### src/pkg/pfmux_pkg.sv
package pfmux_pkg;

    // register indices; byte address is four times the index
    localparam logic [13:0] PFMUX_IDX_IN_EN     = 14'h28ad;
    localparam logic [13:0] PFMUX_IDX_IN_LVL    = 14'h28af;
    localparam logic [13:0] PFMUX_IDX_PLL_CTL   = 14'h28c0;
    localparam logic [13:0] PFMUX_IDX_FS0       = 14'h28c4;
    localparam logic [13:0] PFMUX_IDX_FS1       = 14'h28c5;
    localparam logic [13:0] PFMUX_IDX_FS2       = 14'h28c6;
    localparam logic [13:0] PFMUX_IDX_FS3       = 14'h28c7;
    localparam logic [13:0] PFMUX_IDX_FS4       = 14'h28c8;
    localparam logic [13:0] PFMUX_IDX_PWR_CTL   = 14'h2d00;

    // field positions and widths
    localparam int          PFMUX_NPINS         = 5;
    localparam int          PFMUX_GATE_BIT      = 3;
    localparam int          PFMUX_PLL_SEL_BIT   = 0;
    localparam int          PFMUX_FS0_W         = 2;
    localparam int          PFMUX_FS_W          = 3;

    // reset values
    localparam logic [4:0]  PFMUX_IN_EN_RST     = 5'h00;
    localparam logic [4:0]  PFMUX_IN_LVL_RST    = 5'h00;
    localparam logic [2:0]  PFMUX_FS_RST        = 3'h0;

    // function codes
    localparam logic [2:0]  PFMUX_FN_GPIO       = 3'h0;
    localparam logic [1:0]  PFMUX_FN0_SECOND    = 2'h1;
    localparam logic [2:0]  PFMUX_FN1_SER1_RX   = 3'h2;
    localparam logic [2:0]  PFMUX_FN1_TIMER1    = 3'h3;
    localparam logic [2:0]  PFMUX_FN1_IRQ2      = 3'h4;
    localparam logic [2:0]  PFMUX_FN2_SER1_TX   = 3'h2;
    localparam logic [2:0]  PFMUX_FN2_T2TRIG    = 3'h3;
    localparam logic [2:0]  PFMUX_FN2_IRQ3      = 3'h4;
    localparam logic [2:0]  PFMUX_FN3_ENERGY2   = 3'h1;
    localparam logic [2:0]  PFMUX_FN3_SER5_RX   = 3'h2;
    localparam logic [2:0]  PFMUX_FN3_IRQ0      = 3'h3;
    localparam logic [2:0]  PFMUX_FN3_ENERGY1   = 3'h4;
    localparam logic [2:0]  PFMUX_FN3_SECOND    = 3'h5;
    localparam logic [2:0]  PFMUX_FN3_PLL       = 3'h6;
    localparam logic [2:0]  PFMUX_FN4_PLL       = 3'h1;
    localparam logic [2:0]  PFMUX_FN4_SER5_TX   = 3'h2;
    localparam logic [2:0]  PFMUX_FN4_IRQ1      = 3'h3;

    // wake filter: level must hold this many oscillator cycles
    localparam logic [2:0]  PFMUX_WAKE_HOLD     = 3'h4;

    // axi responses
    localparam logic [1:0]  PFMUX_RESP_OKAY     = 2'h0;
    localparam logic [1:0]  PFMUX_RESP_SLVERR   = 2'h2;

endpackage

### src/rtl/pfmux_top.sv
// Functional notes
// - enabled input levels readable, any function, except non-special pins read zero under power gate
// - input level register, bits 4:0, reset zero
// - pin0 code 01 drives second pulse
// - calibrated second pulse passed through unchanged
// - pin1 codes: serial1 rx, timer1, irq2
// - pin2 codes: serial1 tx, timer2 trigger, irq3
// - pin3 codes: energy, serial5 rx, irq0, pulses
// - pll pulse, optionally one-second width variant
// - pin4 codes: pll pulse, serial5 tx, irq1
// - input enable bits, reset disabled
// - enabled pin3/pin4 edge wakes, held four cycles
// - power gate spares pins on special functions
//
// Chosen here: register access over AXI4-Lite.
module pfmux_top
    import pfmux_pkg::*;
#(
    parameter int ADDR_W = 16
)(
    input  wire logic              aclk,
    input  wire logic              aresetn,
    input  wire logic [ADDR_W-1:0] s_axi_awaddr,
    input  wire logic [2:0]        s_axi_awprot,
    input  wire logic              s_axi_awvalid,
    output logic                   s_axi_awready,
    input  wire logic [31:0]       s_axi_wdata,
    input  wire logic [3:0]        s_axi_wstrb,
    input  wire logic              s_axi_wvalid,
    output logic                   s_axi_wready,
    output logic [1:0]             s_axi_bresp,
    output logic                   s_axi_bvalid,
    input  wire logic              s_axi_bready,
    input  wire logic [ADDR_W-1:0] s_axi_araddr,
    input  wire logic [2:0]        s_axi_arprot,
    input  wire logic              s_axi_arvalid,
    output logic                   s_axi_arready,
    output logic [31:0]            s_axi_rdata,
    output logic [1:0]             s_axi_rresp,
    output logic                   s_axi_rvalid,
    input  wire logic              s_axi_rready,
    input  wire logic [4:0]        pin_in,
    output logic [4:0]             pin_out,
    output logic [4:0]             pin_oe,
    input  wire logic [4:0]        gpio_out_data,
    input  wire logic [4:0]        gpio_out_en,
    input  wire logic              sleep_active,
    output logic                   io_wake,
    input  wire logic              rtc_second_pulse,
    input  wire logic              serial1_transmit_out,
    input  wire logic              serial5_transmit_out,
    input  wire logic              energy_pulse_path1,
    input  wire logic              energy_pulse_path2,
    input  wire logic              divided_pll_pulse,
    input  wire logic              pll_second_pulse,
    output logic                   serial1_receive_in,
    output logic                   serial5_receive_in,
    output logic                   timer1_external_input,
    output logic                   timer2_capture_reload_trigger,
    output logic [3:0]             ext_irq_in
);

    typedef struct packed {
        logic              awready;
        logic              wready;
        logic              aw_have;
        logic              w_have;
        logic [13:0]       aw_idx;
        logic [7:0]        wbyte;
        logic              wstrb0;
        logic              bvalid;
        logic [1:0]        bresp;
        logic              arready;
        logic              rvalid;
        logic [31:0]       rdata;
        logic [1:0]        rresp;
        logic [4:0]        in_en;
        logic [4:0]        in_lvl;
        logic [1:0]        fs0;
        logic [2:0]        fs1;
        logic [2:0]        fs2;
        logic [2:0]        fs3;
        logic [2:0]        fs4;
        logic              pll_sel;
        logic              pwr_gate;
        logic [1:0]        wk_prev;
        logic [1:0]        wk_filt;
        logic [1:0][2:0]   wk_cnt;
        logic              wake;
        logic [4:0]        pout;
        logic [4:0]        poe;
        logic              ser1_rx;
        logic              ser5_rx;
        logic              tim1;
        logic              t2trig;
        logic [3:0]        irq;
    } pfmux_state_t;

    pfmux_state_t q;
    pfmux_state_t d;

    logic [13:0] ar_idx;
    logic [4:0]  special;
    logic [4:0]  fn_out;
    logic [4:0]  fn_drive;
    logic        pll_pulse;
    logic        wr_fire;
    logic        wr_ok;
    logic [1:0]  wk_pin;

    assign ar_idx = s_axi_araddr[15:2];

    always_comb
    begin
        d = q;

        // write address and data are taken independently
        if (s_axi_awvalid && q.awready)
        begin
            d.aw_have = 1'b1;
            d.aw_idx  = s_axi_awaddr[15:2];
        end
        if (s_axi_wvalid && q.wready)
        begin
            d.w_have = 1'b1;
            d.wbyte  = s_axi_wdata[7:0];
            d.wstrb0 = s_axi_wstrb[0];
        end
        if (s_axi_bvalid && s_axi_bready)
        begin
            d.bvalid = 1'b0;
        end

        wr_fire = q.aw_have && q.w_have && !q.bvalid;
        wr_ok   = 1'b1;
        if (wr_fire)
        begin
            d.aw_have = 1'b0;
            d.w_have  = 1'b0;
            d.bvalid  = 1'b1;
            unique case (q.aw_idx)
                PFMUX_IDX_IN_EN:
                    if (q.wstrb0) d.in_en = q.wbyte[4:0];
                PFMUX_IDX_IN_LVL: ;
                PFMUX_IDX_PLL_CTL:
                    if (q.wstrb0) d.pll_sel = q.wbyte[PFMUX_PLL_SEL_BIT];
                PFMUX_IDX_FS0:
                    if (q.wstrb0) d.fs0 = q.wbyte[PFMUX_FS0_W-1:0];
                PFMUX_IDX_FS1:
                    if (q.wstrb0) d.fs1 = q.wbyte[PFMUX_FS_W-1:0];
                PFMUX_IDX_FS2:
                    if (q.wstrb0) d.fs2 = q.wbyte[PFMUX_FS_W-1:0];
                PFMUX_IDX_FS3:
                    if (q.wstrb0) d.fs3 = q.wbyte[PFMUX_FS_W-1:0];
                PFMUX_IDX_FS4:
                    if (q.wstrb0) d.fs4 = q.wbyte[PFMUX_FS_W-1:0];
                PFMUX_IDX_PWR_CTL:
                    if (q.wstrb0) d.pwr_gate = q.wbyte[PFMUX_GATE_BIT];
                default:
                    wr_ok = 1'b0;
            endcase
            d.bresp = wr_ok ? PFMUX_RESP_OKAY : PFMUX_RESP_SLVERR;
        end
        d.awready = !d.aw_have && !d.bvalid;
        d.wready  = !d.w_have && !d.bvalid;

        // read channel
        if (s_axi_rvalid && s_axi_rready)
        begin
            d.rvalid = 1'b0;
        end
        if (s_axi_arvalid && q.arready)
        begin
            d.rvalid = 1'b1;
            d.rdata  = 32'h0000_0000;
            d.rresp  = PFMUX_RESP_OKAY;
            unique case (ar_idx)
                PFMUX_IDX_IN_EN:   d.rdata[4:0] = q.in_en;
                PFMUX_IDX_IN_LVL:  d.rdata[4:0] = q.in_lvl;
                PFMUX_IDX_PLL_CTL: d.rdata[PFMUX_PLL_SEL_BIT] = q.pll_sel;
                PFMUX_IDX_FS0:     d.rdata[PFMUX_FS0_W-1:0] = q.fs0;
                PFMUX_IDX_FS1:     d.rdata[PFMUX_FS_W-1:0] = q.fs1;
                PFMUX_IDX_FS2:     d.rdata[PFMUX_FS_W-1:0] = q.fs2;
                PFMUX_IDX_FS3:     d.rdata[PFMUX_FS_W-1:0] = q.fs3;
                PFMUX_IDX_FS4:     d.rdata[PFMUX_FS_W-1:0] = q.fs4;
                PFMUX_IDX_PWR_CTL: d.rdata[PFMUX_GATE_BIT] = q.pwr_gate;
                default:           d.rresp = PFMUX_RESP_SLVERR;
            endcase
        end
        d.arready = !d.rvalid;

        // a pin counts as special only for a legal non-gpio code
        special[0] = (q.fs0 == PFMUX_FN0_SECOND);
        special[1] = (q.fs1 == PFMUX_FN1_SER1_RX) || (q.fs1 == PFMUX_FN1_TIMER1)
                     || (q.fs1 == PFMUX_FN1_IRQ2);
        special[2] = (q.fs2 == PFMUX_FN2_SER1_TX) || (q.fs2 == PFMUX_FN2_T2TRIG)
                     || (q.fs2 == PFMUX_FN2_IRQ3);
        special[3] = (q.fs3 != PFMUX_FN_GPIO) && (q.fs3 <= PFMUX_FN3_PLL);
        special[4] = (q.fs4 != PFMUX_FN_GPIO) && (q.fs4 <= PFMUX_FN4_IRQ1);

        // pll output variant chosen by software
        pll_pulse = q.pll_sel ? pll_second_pulse : divided_pll_pulse;

        // peripheral outputs that take over pins
        fn_drive = 5'h00;
        fn_out   = 5'h00;
        if (q.fs0 == PFMUX_FN0_SECOND)
        begin
            fn_drive[0] = 1'b1;
            fn_out[0]   = rtc_second_pulse;
        end
        if (q.fs2 == PFMUX_FN2_SER1_TX)
        begin
            fn_drive[2] = 1'b1;
            fn_out[2]   = serial1_transmit_out;
        end
        unique case (q.fs3)
            PFMUX_FN3_ENERGY2:
            begin
                fn_drive[3] = 1'b1;
                fn_out[3]   = energy_pulse_path2;
            end
            PFMUX_FN3_ENERGY1:
            begin
                fn_drive[3] = 1'b1;
                fn_out[3]   = energy_pulse_path1;
            end
            PFMUX_FN3_SECOND:
            begin
                fn_drive[3] = 1'b1;
                fn_out[3]   = rtc_second_pulse;
            end
            PFMUX_FN3_PLL:
            begin
                fn_drive[3] = 1'b1;
                fn_out[3]   = pll_pulse;
            end
            default: ;
        endcase
        unique case (q.fs4)
            PFMUX_FN4_PLL:
            begin
                fn_drive[4] = 1'b1;
                fn_out[4]   = pll_pulse;
            end
            PFMUX_FN4_SER5_TX:
            begin
                fn_drive[4] = 1'b1;
                fn_out[4]   = serial5_transmit_out;
            end
            default: ;
        endcase

        // pin drive: function wins, else gated gpio
        for (int i = 0; i < PFMUX_NPINS; i++)
        begin
            if (fn_drive[i])
            begin
                d.pout[i] = fn_out[i];
                d.poe[i]  = 1'b1;
            end
            else
            begin
                d.pout[i] = gpio_out_data[i];
                d.poe[i]  = gpio_out_en[i] && !(q.pwr_gate && !special[i]);
            end
            // enabled input mirrors pin level for any function, except a non-special pin reads zero under power gate
            d.in_lvl[i] = pin_in[i] && q.in_en[i]
                          && !(q.pwr_gate && !special[i]);
        end

        // pin levels routed to input peripherals; idle levels otherwise
        d.ser1_rx = (q.fs1 == PFMUX_FN1_SER1_RX) ? pin_in[1] : 1'b1;
        d.tim1    = (q.fs1 == PFMUX_FN1_TIMER1) && pin_in[1];
        d.irq[2]  = (q.fs1 == PFMUX_FN1_IRQ2) && pin_in[1];
        d.t2trig  = (q.fs2 == PFMUX_FN2_T2TRIG) && pin_in[2];
        d.irq[3]  = (q.fs2 == PFMUX_FN2_IRQ3) && pin_in[2];
        d.ser5_rx = (q.fs3 == PFMUX_FN3_SER5_RX) ? pin_in[3] : 1'b1;
        d.irq[0]  = (q.fs3 == PFMUX_FN3_IRQ0) && pin_in[3];
        d.irq[1]  = (q.fs4 == PFMUX_FN4_IRQ1) && pin_in[4];

        // wake on a filtered level change of enabled pins 3 and 4
        wk_pin = pin_in[4:3];
        d.wake = 1'b0;
        for (int k = 0; k < 2; k++)
        begin
            d.wk_prev[k] = wk_pin[k];
            if (wk_pin[k] != q.wk_prev[k])
            begin
                d.wk_cnt[k] = 3'h1;
            end
            else if (q.wk_cnt[k] < PFMUX_WAKE_HOLD)
            begin
                d.wk_cnt[k] = q.wk_cnt[k] + 3'h1;
            end
            if (d.wk_cnt[k] >= PFMUX_WAKE_HOLD && q.wk_prev[k] != q.wk_filt[k])
            begin
                d.wk_filt[k] = q.wk_prev[k];
                if (sleep_active && q.in_en[k+3])
                begin
                    d.wake = 1'b1;
                end
            end
        end
    end

    always_ff @(posedge aclk)
    begin
        if (!aresetn)
        begin
            q        <= '0;
            q.in_en  <= PFMUX_IN_EN_RST;
            q.in_lvl <= PFMUX_IN_LVL_RST;
            q.fs1    <= PFMUX_FS_RST;
            q.ser1_rx <= 1'b1;
            q.ser5_rx <= 1'b1;
        end
        else
        begin
            q <= d;
        end
    end

    assign s_axi_awready                 = q.awready;
    assign s_axi_wready                  = q.wready;
    assign s_axi_bresp                   = q.bresp;
    assign s_axi_bvalid                  = q.bvalid;
    assign s_axi_arready                 = q.arready;
    assign s_axi_rdata                   = q.rdata;
    assign s_axi_rresp                   = q.rresp;
    assign s_axi_rvalid                  = q.rvalid;
    assign pin_out                       = q.pout;
    assign pin_oe                        = q.poe;
    assign io_wake                       = q.wake;
    assign serial1_receive_in            = q.ser1_rx;
    assign serial5_receive_in            = q.ser5_rx;
    assign timer1_external_input         = q.tim1;
    assign timer2_capture_reload_trigger = q.t2trig;
    assign ext_irq_in                    = q.irq;

endmodule // pfmux_top

### config.mk
export PLATFORM = sky130hd
export DESIGN_NAME = pfmux_top
export DESIGN_NICKNAME = d
export VERILOG_FILES = /design/src/pkg/pfmux_pkg.sv /design/src/rtl/pfmux_top.sv
export SDC_FILE = /design/constraint.sdc
export NUM_CORES = 1
export LEC_CHECK = 0
export BUFFER_PORTS_ARGS = -buffer_cell sky130_fd_sc_hd__buf_2
export CORE_MARGIN = 5
export CORE_UTILIZATION = 25
export CTS_CLUSTER_SIZE = 16
export DETAILED_ROUTE_END_ITERATION = 10
export GPL_TIMING_DRIVEN = 0
export PLACE_DENSITY = 0.51
export REMOVE_ABC_BUFFERS = 1
export SLEW_MARGIN = 20
export SYNTH_ARGS = -nofsm -noshare
export SYNTH_HDL_FRONTEND = slang
export SYNTH_SLANG_ARGS = --single-unit
### constraint.sdc
create_clock -name aclk -period 1.5 [get_ports aclk]
set_input_delay 0.3 -clock aclk [delete_from_list [all_inputs] [get_ports aclk]]
set_output_delay 0.3 -clock aclk [all_outputs]
set_load 0.01 [all_outputs]
==> results summary, run 1 <==
The clock network latency to the later pin of the worst-skew pair came out at 0.35 ns. Of all cell types, the one taking the most synthesized area is sky130_fd_sc_hd__dfxtp_1. The number of top-level pins came out at approximately 160. The detailed-route vias per instance came out at 4.40.

The maximum buffer depth of the clock tree is 2. STA puts the critical path data arrival time at 1.72 ns. The total vias in the final route is 3442.

The layout net count came out at 659. The power density over cell area came out at 1100 nW/um^2. Counting every sink on the clock net gives 89.

The half-perimeter wire length after placement came out at approximately 8000 um. The number of hold-slack violations in the final timing report came out at 0. Setup repair after global routing could not meet its margin everywhere.

In this run the remaining antenna-violating nets after routing total 0. The count of pins over their slew limit is 0. The initial cell density of the core came out at 0.253.

The total number of H-tree levels is 3. The TritonCTS buffer count is 9. The shortest clock period the worst path allows after layout is 1.44 ns. The reported max-cap violation count came out at 0. The core region is ~17000 um^2.

After technology mapping, the gate count stands at 492. In the final layout, the share of cells above drive strength 1 is 0.258. The number of buffer cells added on primary ports came out at 94. The share of the clock period used by the worst path came out at 0.962. The placer congestion estimate came out at 0.800. TritonCTS built the clock tree. The data required time of the worst path came out at 1.78 ns. The layout filler cell count came out at 1851. The die covers about 20000 um^2. The flow ran to the end, and the final reports show no timing, DRC or antenna violations. The final clock skew is 0.00868 ns.

The post-synthesis sequential element count came out at 89. The post-route cell area is roughly 5200 um^2. The height of the die is around 140 um.

The number of enable-type register cells in the synthesized netlist came out at 0. The length of the first detailed-routing pass in iterations came out at 4. For this block, the routed nets add up to ~11000 um of wire.

The DRC marker count from the first detailed-route iteration is 157. The tree is rooted in a sky130_fd_sc_hd__clkbuf_16. The maximum operating frequency is between 600 and 700 MHz.

After synthesis the cells add up to 4350 um^2. The kind of capture point of the worst setup path is a flop. By area the synthesized netlist is led by sky130_fd_sc_hd__dfxtp_1 41%, sky130_fd_sc_hd__buf_4 8.8%, sky130_fd_sc_hd__mux2i_1 7.1%, sky130_fd_sc_hd__nand2_1 6.8%, sky130_fd_sc_hd__a21boi_0 5.3%. The worst setup path is of the reg2reg kind. The average instance in the mapped netlist occupies a little under 9 um^2. The number of global-route vias before repair came out at approximately 3400.

The clock transition at the register clock pins on the worst setup and hold paths after CTS came out at around 0.070 ns. The total cell area at the placement stage is 4740 um^2. The leakage power figure is approximately 2.2 nW. The global routing usage summed across all routing layers is 0.108. The worst-margin pin slew came out at 0.777 ns. The relative slew slack came out at 0.482.

Row generation in the floorplan step produced 48 rows. Hold timing on the final database bottoms out at a slack of 0.164 ns. The number of failing setup endpoints in the final timing report came out at 0. The number of antenna violations at the first check in global routing is 1. The library cell with the highest instance count after synthesis is sky130_fd_sc_hd__dfxtp_1. The first global-routing pass estimated 17300 um of wire.

By count the netlist is led by 89 x sky130_fd_sc_hd__dfxtp_1, 79 x sky130_fd_sc_hd__nand2_1, 51 x sky130_fd_sc_hd__buf_4, 31 x sky130_fd_sc_hd__a21boi_0, 31 x sky130_fd_sc_hd__mux2i_1. Entering global routing, the biggest net connects 88 pins. The number of warning messages in the yosys log came out at 0. The worst setup path is launched from a flop. The antenna cell count is 0.

The maximum fanout along the worst path came out at 6. For flop-to-flop paths, the worst setup slack is 0.06 ns. In this run the most critical hold path is launched from gpio_out_data[1]. The number of setup buffers added after CTS came out at 0. The top cell type's share of synthesized area came out at 0.409.

The share of flip-flops with an asynchronous set or reset after synthesis came out at 0. The startpoint of the lowest-slack register-to-register path is q[109]. The area of the multi-input gates came out at 2260 um^2. The beginning of the critical path is q[109].

Across the whole layout, storage elements account for roughly 1800 um^2. The min-delay analysis places its worst path in the category in2reg. Dividing the detail-routed wire length by the instance count gives 13.7 um. The worst supply voltage drop on vdd came out at ~0.52 mV.

For this run the aggregate overflow at the end of global routing stands at 0. The post-cts hold buffer count came out at 0. The total DRC errors in the routed layout came out at 0. The number of distinct library cells after synthesis is 56.

Of the synthesized area, sequential elements account for 0.409. Compared with the post-synthesis result, the final layout area differs by 19.5%. Among all flip-flop cells after synthesis, the most frequent one is sky130_fd_sc_hd__dfxtp_1. The die is 142 um wide.
sequential cells by signal (all words and copies together) (netlist names), 4 cells and up:
| register | count |
|---|---|
| pin_out | 5 |
| q | 58 |
| s_axi_rdata | 5 |
| ext_irq_in | 4 |
| pin_oe | 5 |
where the power goes:
group          switching [W]  internal [W]  total, W
sequential         0.0000636       0.00244   0.00250
clock               0.000986       0.00182   0.00280
combinational       0.000249      0.000187  0.000436
total                0.00130       0.00444   0.00574
cells in the final DEF, fill, tap and decap left out, drive strengths merged, types with 3 or more instances in the layout:
cell type / netlist / layout
nand3: 18 / 18
a21oi: 13 / 13
mux2i: 31 / 31
nor2b: 17 / 17
dfxtp: 89 / 89
o211ai: 3 / 3
o31ai: 3 / 3
nor2: 28 / 28
nand4: 4 / 4
a21boi: 31 / 31
nand3b: 4 / 4
clkbuf: 17 / 9
nand2: 80 / 80
buf: 54 / 94
inv: 5 / 7
nor3b: 4 / 4
nand2b: 7 / 7
o21ai: 19 / 19
bufinv: 0 / 4
or3: 3 / 3
nor4: 3 / 3
and2: 7 / 7
nor3: 5 / 5
and3: 12 / 12
conb: 1 / 29
metrics by stage:
step           utilization  instances  worst slack, ns  setup TNS, ns  total power (W)
2_1_floorplan            -        448           0.0627              0          0.00276
3_3_place_gp         0.276        767           -0.529         -22.23          0.00297
3_5_place_dp         0.276        767           -0.217          -2.40          0.00298
4_1_cts              0.301        783          0.00408              0          0.00585
5_1_grt              0.303        783          -0.0853         -0.383          0.00602
6_report             0.303        783           0.0573              0          0.00574
final cells by class:
class | count | share of cell area
clock buffers | 9 | 0.0433
clock inverters | 7 | 0.0286
well taps | 225 | 0.0541
repair buffers | 94 | 0.0909
inverters | 5 | 0.00361
multi-input cells | 354 | 0.434
flip-flops and latches | 89 | 0.345
routing by layer:
layer	GRT usage	vias up	wire, um
li1	-	1745	-
met1	0.139	1578	4970
met2	0.169	100	4850
met3	0.0393	17	708
met4	0.0338	2	170
met5	0	-	13
what timing repair did:
item	in CTS	in global routing
setup endpoints to repair	20	21
resized for setup	16	12
pin swaps	5	6
final timing paths:
check | endpoint | cells past startpoint
setup / recovery | q[38] | 5
hold / removal | pin_out[1] | 2
setup reg to reg | q[38] | 5
hold reg to reg | q[45] | 2
worst max-delay path, stage by stage, from the launching register on:
cell	delay, ns
sky130_fd_sc_hd__dfxtp_4	0.38
sky130_fd_sc_hd__nor3b_4	0.24
sky130_fd_sc_hd__nand4_4	0.16
sky130_fd_sc_hd__nor4_4	0.37
sky130_fd_sc_hd__nand3_1	0.12
sky130_fd_sc_hd__o21ai_1	0.11
kinds of logic (layout without fill, tap and decap cells):
logic type	count (synthesis)	in the layout	synth area share
simple gates	202	202	0.253
flops	89	89	0.409
buf+inv	77	115	0.114
xor+xnor	4	4	0.00805
fa+ha+maj	2	2	0.00575
mux	33	33	0.0764
compound gates	84	84	0.132
other cells	1	29	0.000861
(Power assumes the default switching activity.)
==> inputs of run 2 (changes only) <==
--- a/config.mk
+++ b/config.mk
@@ -5,13 +5,13 @@
 export SDC_FILE = /design/constraint.sdc
 export NUM_CORES = 1
 export LEC_CHECK = 0
-export BUFFER_PORTS_ARGS = -buffer_cell sky130_fd_sc_hd__buf_2
 export CORE_MARGIN = 5
 export CORE_UTILIZATION = 25
 export CTS_CLUSTER_SIZE = 16
 export DETAILED_ROUTE_END_ITERATION = 10
+export DONT_BUFFER_PORTS = 1
 export GPL_TIMING_DRIVEN = 0
-export PLACE_DENSITY = 0.51
+export PLACE_DENSITY = 0.43
 export REMOVE_ABC_BUFFERS = 1
 export SLEW_MARGIN = 20
 export SYNTH_ARGS = -nofsm -noshare
==> run 2 against run 1 <==
Effect of this change: maximum frequency shrank 2.5%; setup slack lost 0.037 ns; critical path depth is the same; sequential share of layout area grew 3.9 points; clock skew shrank 0.0019 ns; cell count shrank 12%; clock power shrank 18%; first-iteration DRC count shrank 24%; sequential cell count is the same; core utilization shrank 3.1 points; register-to-register slack lost 0.04 ns; critical path type unchanged; critical endpoint is now q[32]; largest cell class unchanged; largest power group is now sequential cells.
==> results summary, run 2 (synthesis results as in run 1) <==
The reg-to-reg endpoint was q[32] (was q[38]). The layout net count is 567 (was 659). The type of the worst setup path is reg2reg (unchanged). The global routing usage summed across all routing layers is 0.108 (about the same). The number of placement rows is 48 (unchanged). The routed wire length per instance is 15.5 um (was 13.7 um). The number of cells on the worst reg-to-reg path came out at 5 (unchanged). The post-cts hold buffer count is 0 (unchanged).

The number of flip-flops under the largest register name is 58 (unchanged). The height of the die is 142 um (unchanged). The leakage power figure came to 1.74 nW (was 2.17 nW). The arrival time of data at the critical path endpoint is 1.74 ns (was 1.72 ns). The data required time of the worst path is 1.76 ns (was 1.78 ns). The power density over cell area is 1080 nW/um^2 (was 1100 nW/um^2). The worst supply voltage drop on vdd is 0.541 mV (was 0.523 mV). The wire length of the first global-routing pass came out at 17000 um (was 17300 um). The total DRC errors in the routed layout was 0 (unchanged).

The total congestion overflow came out at 0 (unchanged). The maximum number of pins on one net before global-route repair came to 88 (unchanged). The buffer type at the clock tree root was sky130_fd_sc_hd__clkbuf_16 (unchanged). The count of pins over their slew limit is 0 (unchanged). Result of the run: complete, no violations (unchanged).

The net switching share of the total power is 0.225 (was 0.226). The number of buffer cells added on primary ports came out at 0 (was 94). The die footprint came out at 20200 um^2 (unchanged). The class of the tightest hold or removal check is in2reg (unchanged). The length of the first detailed-routing pass in iterations is 4 (unchanged). The number of hold-slack violations in the final timing report came out at 0 (unchanged). The floorplan die width was 142 um (unchanged). The register-to-register setup slack is 0.02 ns (was 0.06 ns). The area of the core came to 17200 um^2 (unchanged). The placer congestion estimate was 0.768 (was 0.800). The maximum buffer depth of the clock tree came out at 2 (unchanged). Unrepaired setup endpoints after global routing: true (unchanged). Top library cells by usage in the layout, fill and taps aside: 81 x sky130_fd_sc_hd__dfxtp_1, 79 x sky130_fd_sc_hd__nand2_1, 30 x sky130_fd_sc_hd__a21boi_0, 30 x sky130_fd_sc_hd__mux2i_1, 29 x sky130_fd_sc_hd__conb_1 (was 93 x sky130_fd_sc_hd__buf_2, 81 x sky130_fd_sc_hd__dfxtp_1, 79 x sky130_fd_sc_hd__nand2_1, 31 x sky130_fd_sc_hd__a21boi_0, 30 x sky130_fd_sc_hd__mux2i_1). The most common cell after layout, fill and taps aside is sky130_fd_sc_hd__dfxtp_1 (was sky130_fd_sc_hd__buf_2). The flip-flop and latch area is 1800 um^2 (unchanged).

The register with the highest flop count is q (unchanged). The proportion of power drawn by flip-flops and latches was 0.499 (was 0.436). The number of global-route vias before repair came out at 3170 (was 3412).

The total number of H-tree levels came out at 3 (unchanged). The half-perimeter wire length after placement is 8040 um (was 8190 um). The number of top-level pins is 164 (unchanged). The post-route cell area came out at 4670 um^2 (was 5200 um^2). The internal power contribution came out at 0.00392 W (was 0.00444 W). The clock tree from TritonCTS was done (unchanged). The share of the clock period used by the worst path was 0.986 (was 0.962). The DRC marker count from the first detailed-route iteration came to 119 (was 157). The post-detailed-routing wire length came out at 10700 um (about the same). The clock transition at the register clock pins on the worst setup and hold paths after CTS was 0.06 ns (was 0.07 ns).

The total cell area at the placement stage came out at 4260 um^2 (was 4740 um^2). The logic gate share of total power came out at 0.049 (was 0.076). The clock sink total came out at 89 (unchanged). The layout overhead on the synthesized area is 7.30% (was 19.5%). The maximum fanout along the worst path is 4 (was 6). The layout filler cell count is 1887 (was 1851). The final antenna-violating net count came out at 0 (unchanged). The area of the multi-input gates came out at 2260 um^2 (about the same). The reported max-cap violation count is 0 (unchanged). The clock network fraction of design power came out at 0.452 (was 0.488). The TritonCTS buffer count is 9 (unchanged).

The kind of capture point of the worst setup path is a flop (unchanged). The startpoint class of the critical path was a flop (unchanged). The final clock skew is 0.00675 ns (was 0.00868 ns).

The beginning of the critical path is s_axi_bvalid (was q[109]). The final standard cell utilization of the core came to 0.272 (was 0.303). The maximum operating frequency is 676 MHz (was 693 MHz). The detailed-route vias per instance is 4.50 (was 4.40). The initial cell density of the core is 0.253 (unchanged). The net switching power figure is 0.00114 W (was 0.00130 W). The number of failing setup endpoints in the final timing report is 0 (unchanged). The clock network latency to the later pin of the worst-skew pair came to 0.34 ns (was 0.35 ns).

The total vias in the final route came out at 3107 (was 3442). The timing endpoint of the critical path is q[32] (was q[38]). The startpoint of the lowest-slack register-to-register path is s_axi_bvalid (was q[109]). The number of antenna violations at the first check in global routing came out at 1 (unchanged). The shortest clock period the worst path allows after layout came to 1.48 ns (was 1.44 ns). The fraction of final layout cells sized beyond drive strength 1 is 0.108 (was 0.258).
[run 2: cell types whose count changed in the layout (fill, tap and decap cells not counted), moves of 2 or more]
cell                        previous run  this run
sky130_fd_sc_hd__clkbuf_1              0         2
sky130_fd_sc_hd__clkbuf_8              0         2
sky130_fd_sc_hd__bufinv_16             4         1
sky130_fd_sc_hd__buf_2                93         0
[run 2: worst min-delay path by stage]
stage	slack [ns]	to	startpoint	depth (start not counted)
floorplan	0.37	serial1_receive_in	aresetn	1
global placement	0.40	serial1_receive_in	aresetn	1
detailed placement	0.40	serial1_receive_in	aresetn	1
CTS	0.03	serial1_receive_in	aresetn	1
global route	0.06	serial1_receive_in	aresetn	1
finish	0.07	serial1_receive_in	pin_in[1]	2
[run 2: per-stage QoR]
step / power, W / setup TNS (ns) / hold WS [ns] / setup slack, ns / std cells
floorplan: 0.00276 / 0 / 0.372 / 0.0627 / 448
detailed placement: 0.00282 / -2.02 / 0.396 / -0.246 / 673
CTS: 0.00518 / 0 / 0.0273 / 0.00717 / 689
global route: 0.00530 / -0.400 / 0.0576 / -0.0862 / 690
finish: 0.00506 / 0 / 0.0711 / 0.0207 / 691
global placement: 0.00281 / -1.66 / 0.399 / -0.243 / 673
[run 2: layout make-up]
type                            instances  share of cell area
Multi-Input combinational cell        354               0.484
Sequential cell                        89               0.385
Tap cell                              225              0.0603
Clock buffer                           13              0.0557
Clock inverter                          2             0.00803
Inverter                                5             0.00402
Timing Repair Buffer                    2             0.00321
Antenna cell                            1            0.000536
[run 2: routing by layer]
metal	global-route usage	share of wire
met1	0.134	0.44
met2	0.173	0.46
met3	0.0339	0.082
met4	0.0500	0.021
met5	0	0
[run 2: timing repair]
| item | 4_1_cts | 5_1_grt |
|---|---|---|
| pin swaps | 6 | 8 |
| hold endpoints to repair | 0 | 0 |
| resized for setup | 18 | 13 |
| gates cloned | 0 | 0 |
| buffers inserted | 1 | 1 |
| setup endpoints to repair | 19 | 19 |
[run 2: power by group through the flow]
stage | combinational, W | sequential [W] | clock (W)
floorplan | 0.000209 | 0.00255 | 0
global placement | 0.000237 | 0.00257 | 0
detailed placement | 0.000244 | 0.00258 | 0
CTS | 0.000250 | 0.00253 | 0.00240
global route | 0.000289 | 0.00254 | 0.00248
finish | 0.000250 | 0.00252 | 0.00229
[run 2: critical path, cell delays in order, from the launching register on]
cell	delay [ns]
sky130_fd_sc_hd__dfxtp_2	0.35
sky130_fd_sc_hd__and3b_2	0.29
sky130_fd_sc_hd__nand4_4	0.16
sky130_fd_sc_hd__nor2_4	0.15
sky130_fd_sc_hd__and3_4	0.23
sky130_fd_sc_hd__mux2i_2	0.21
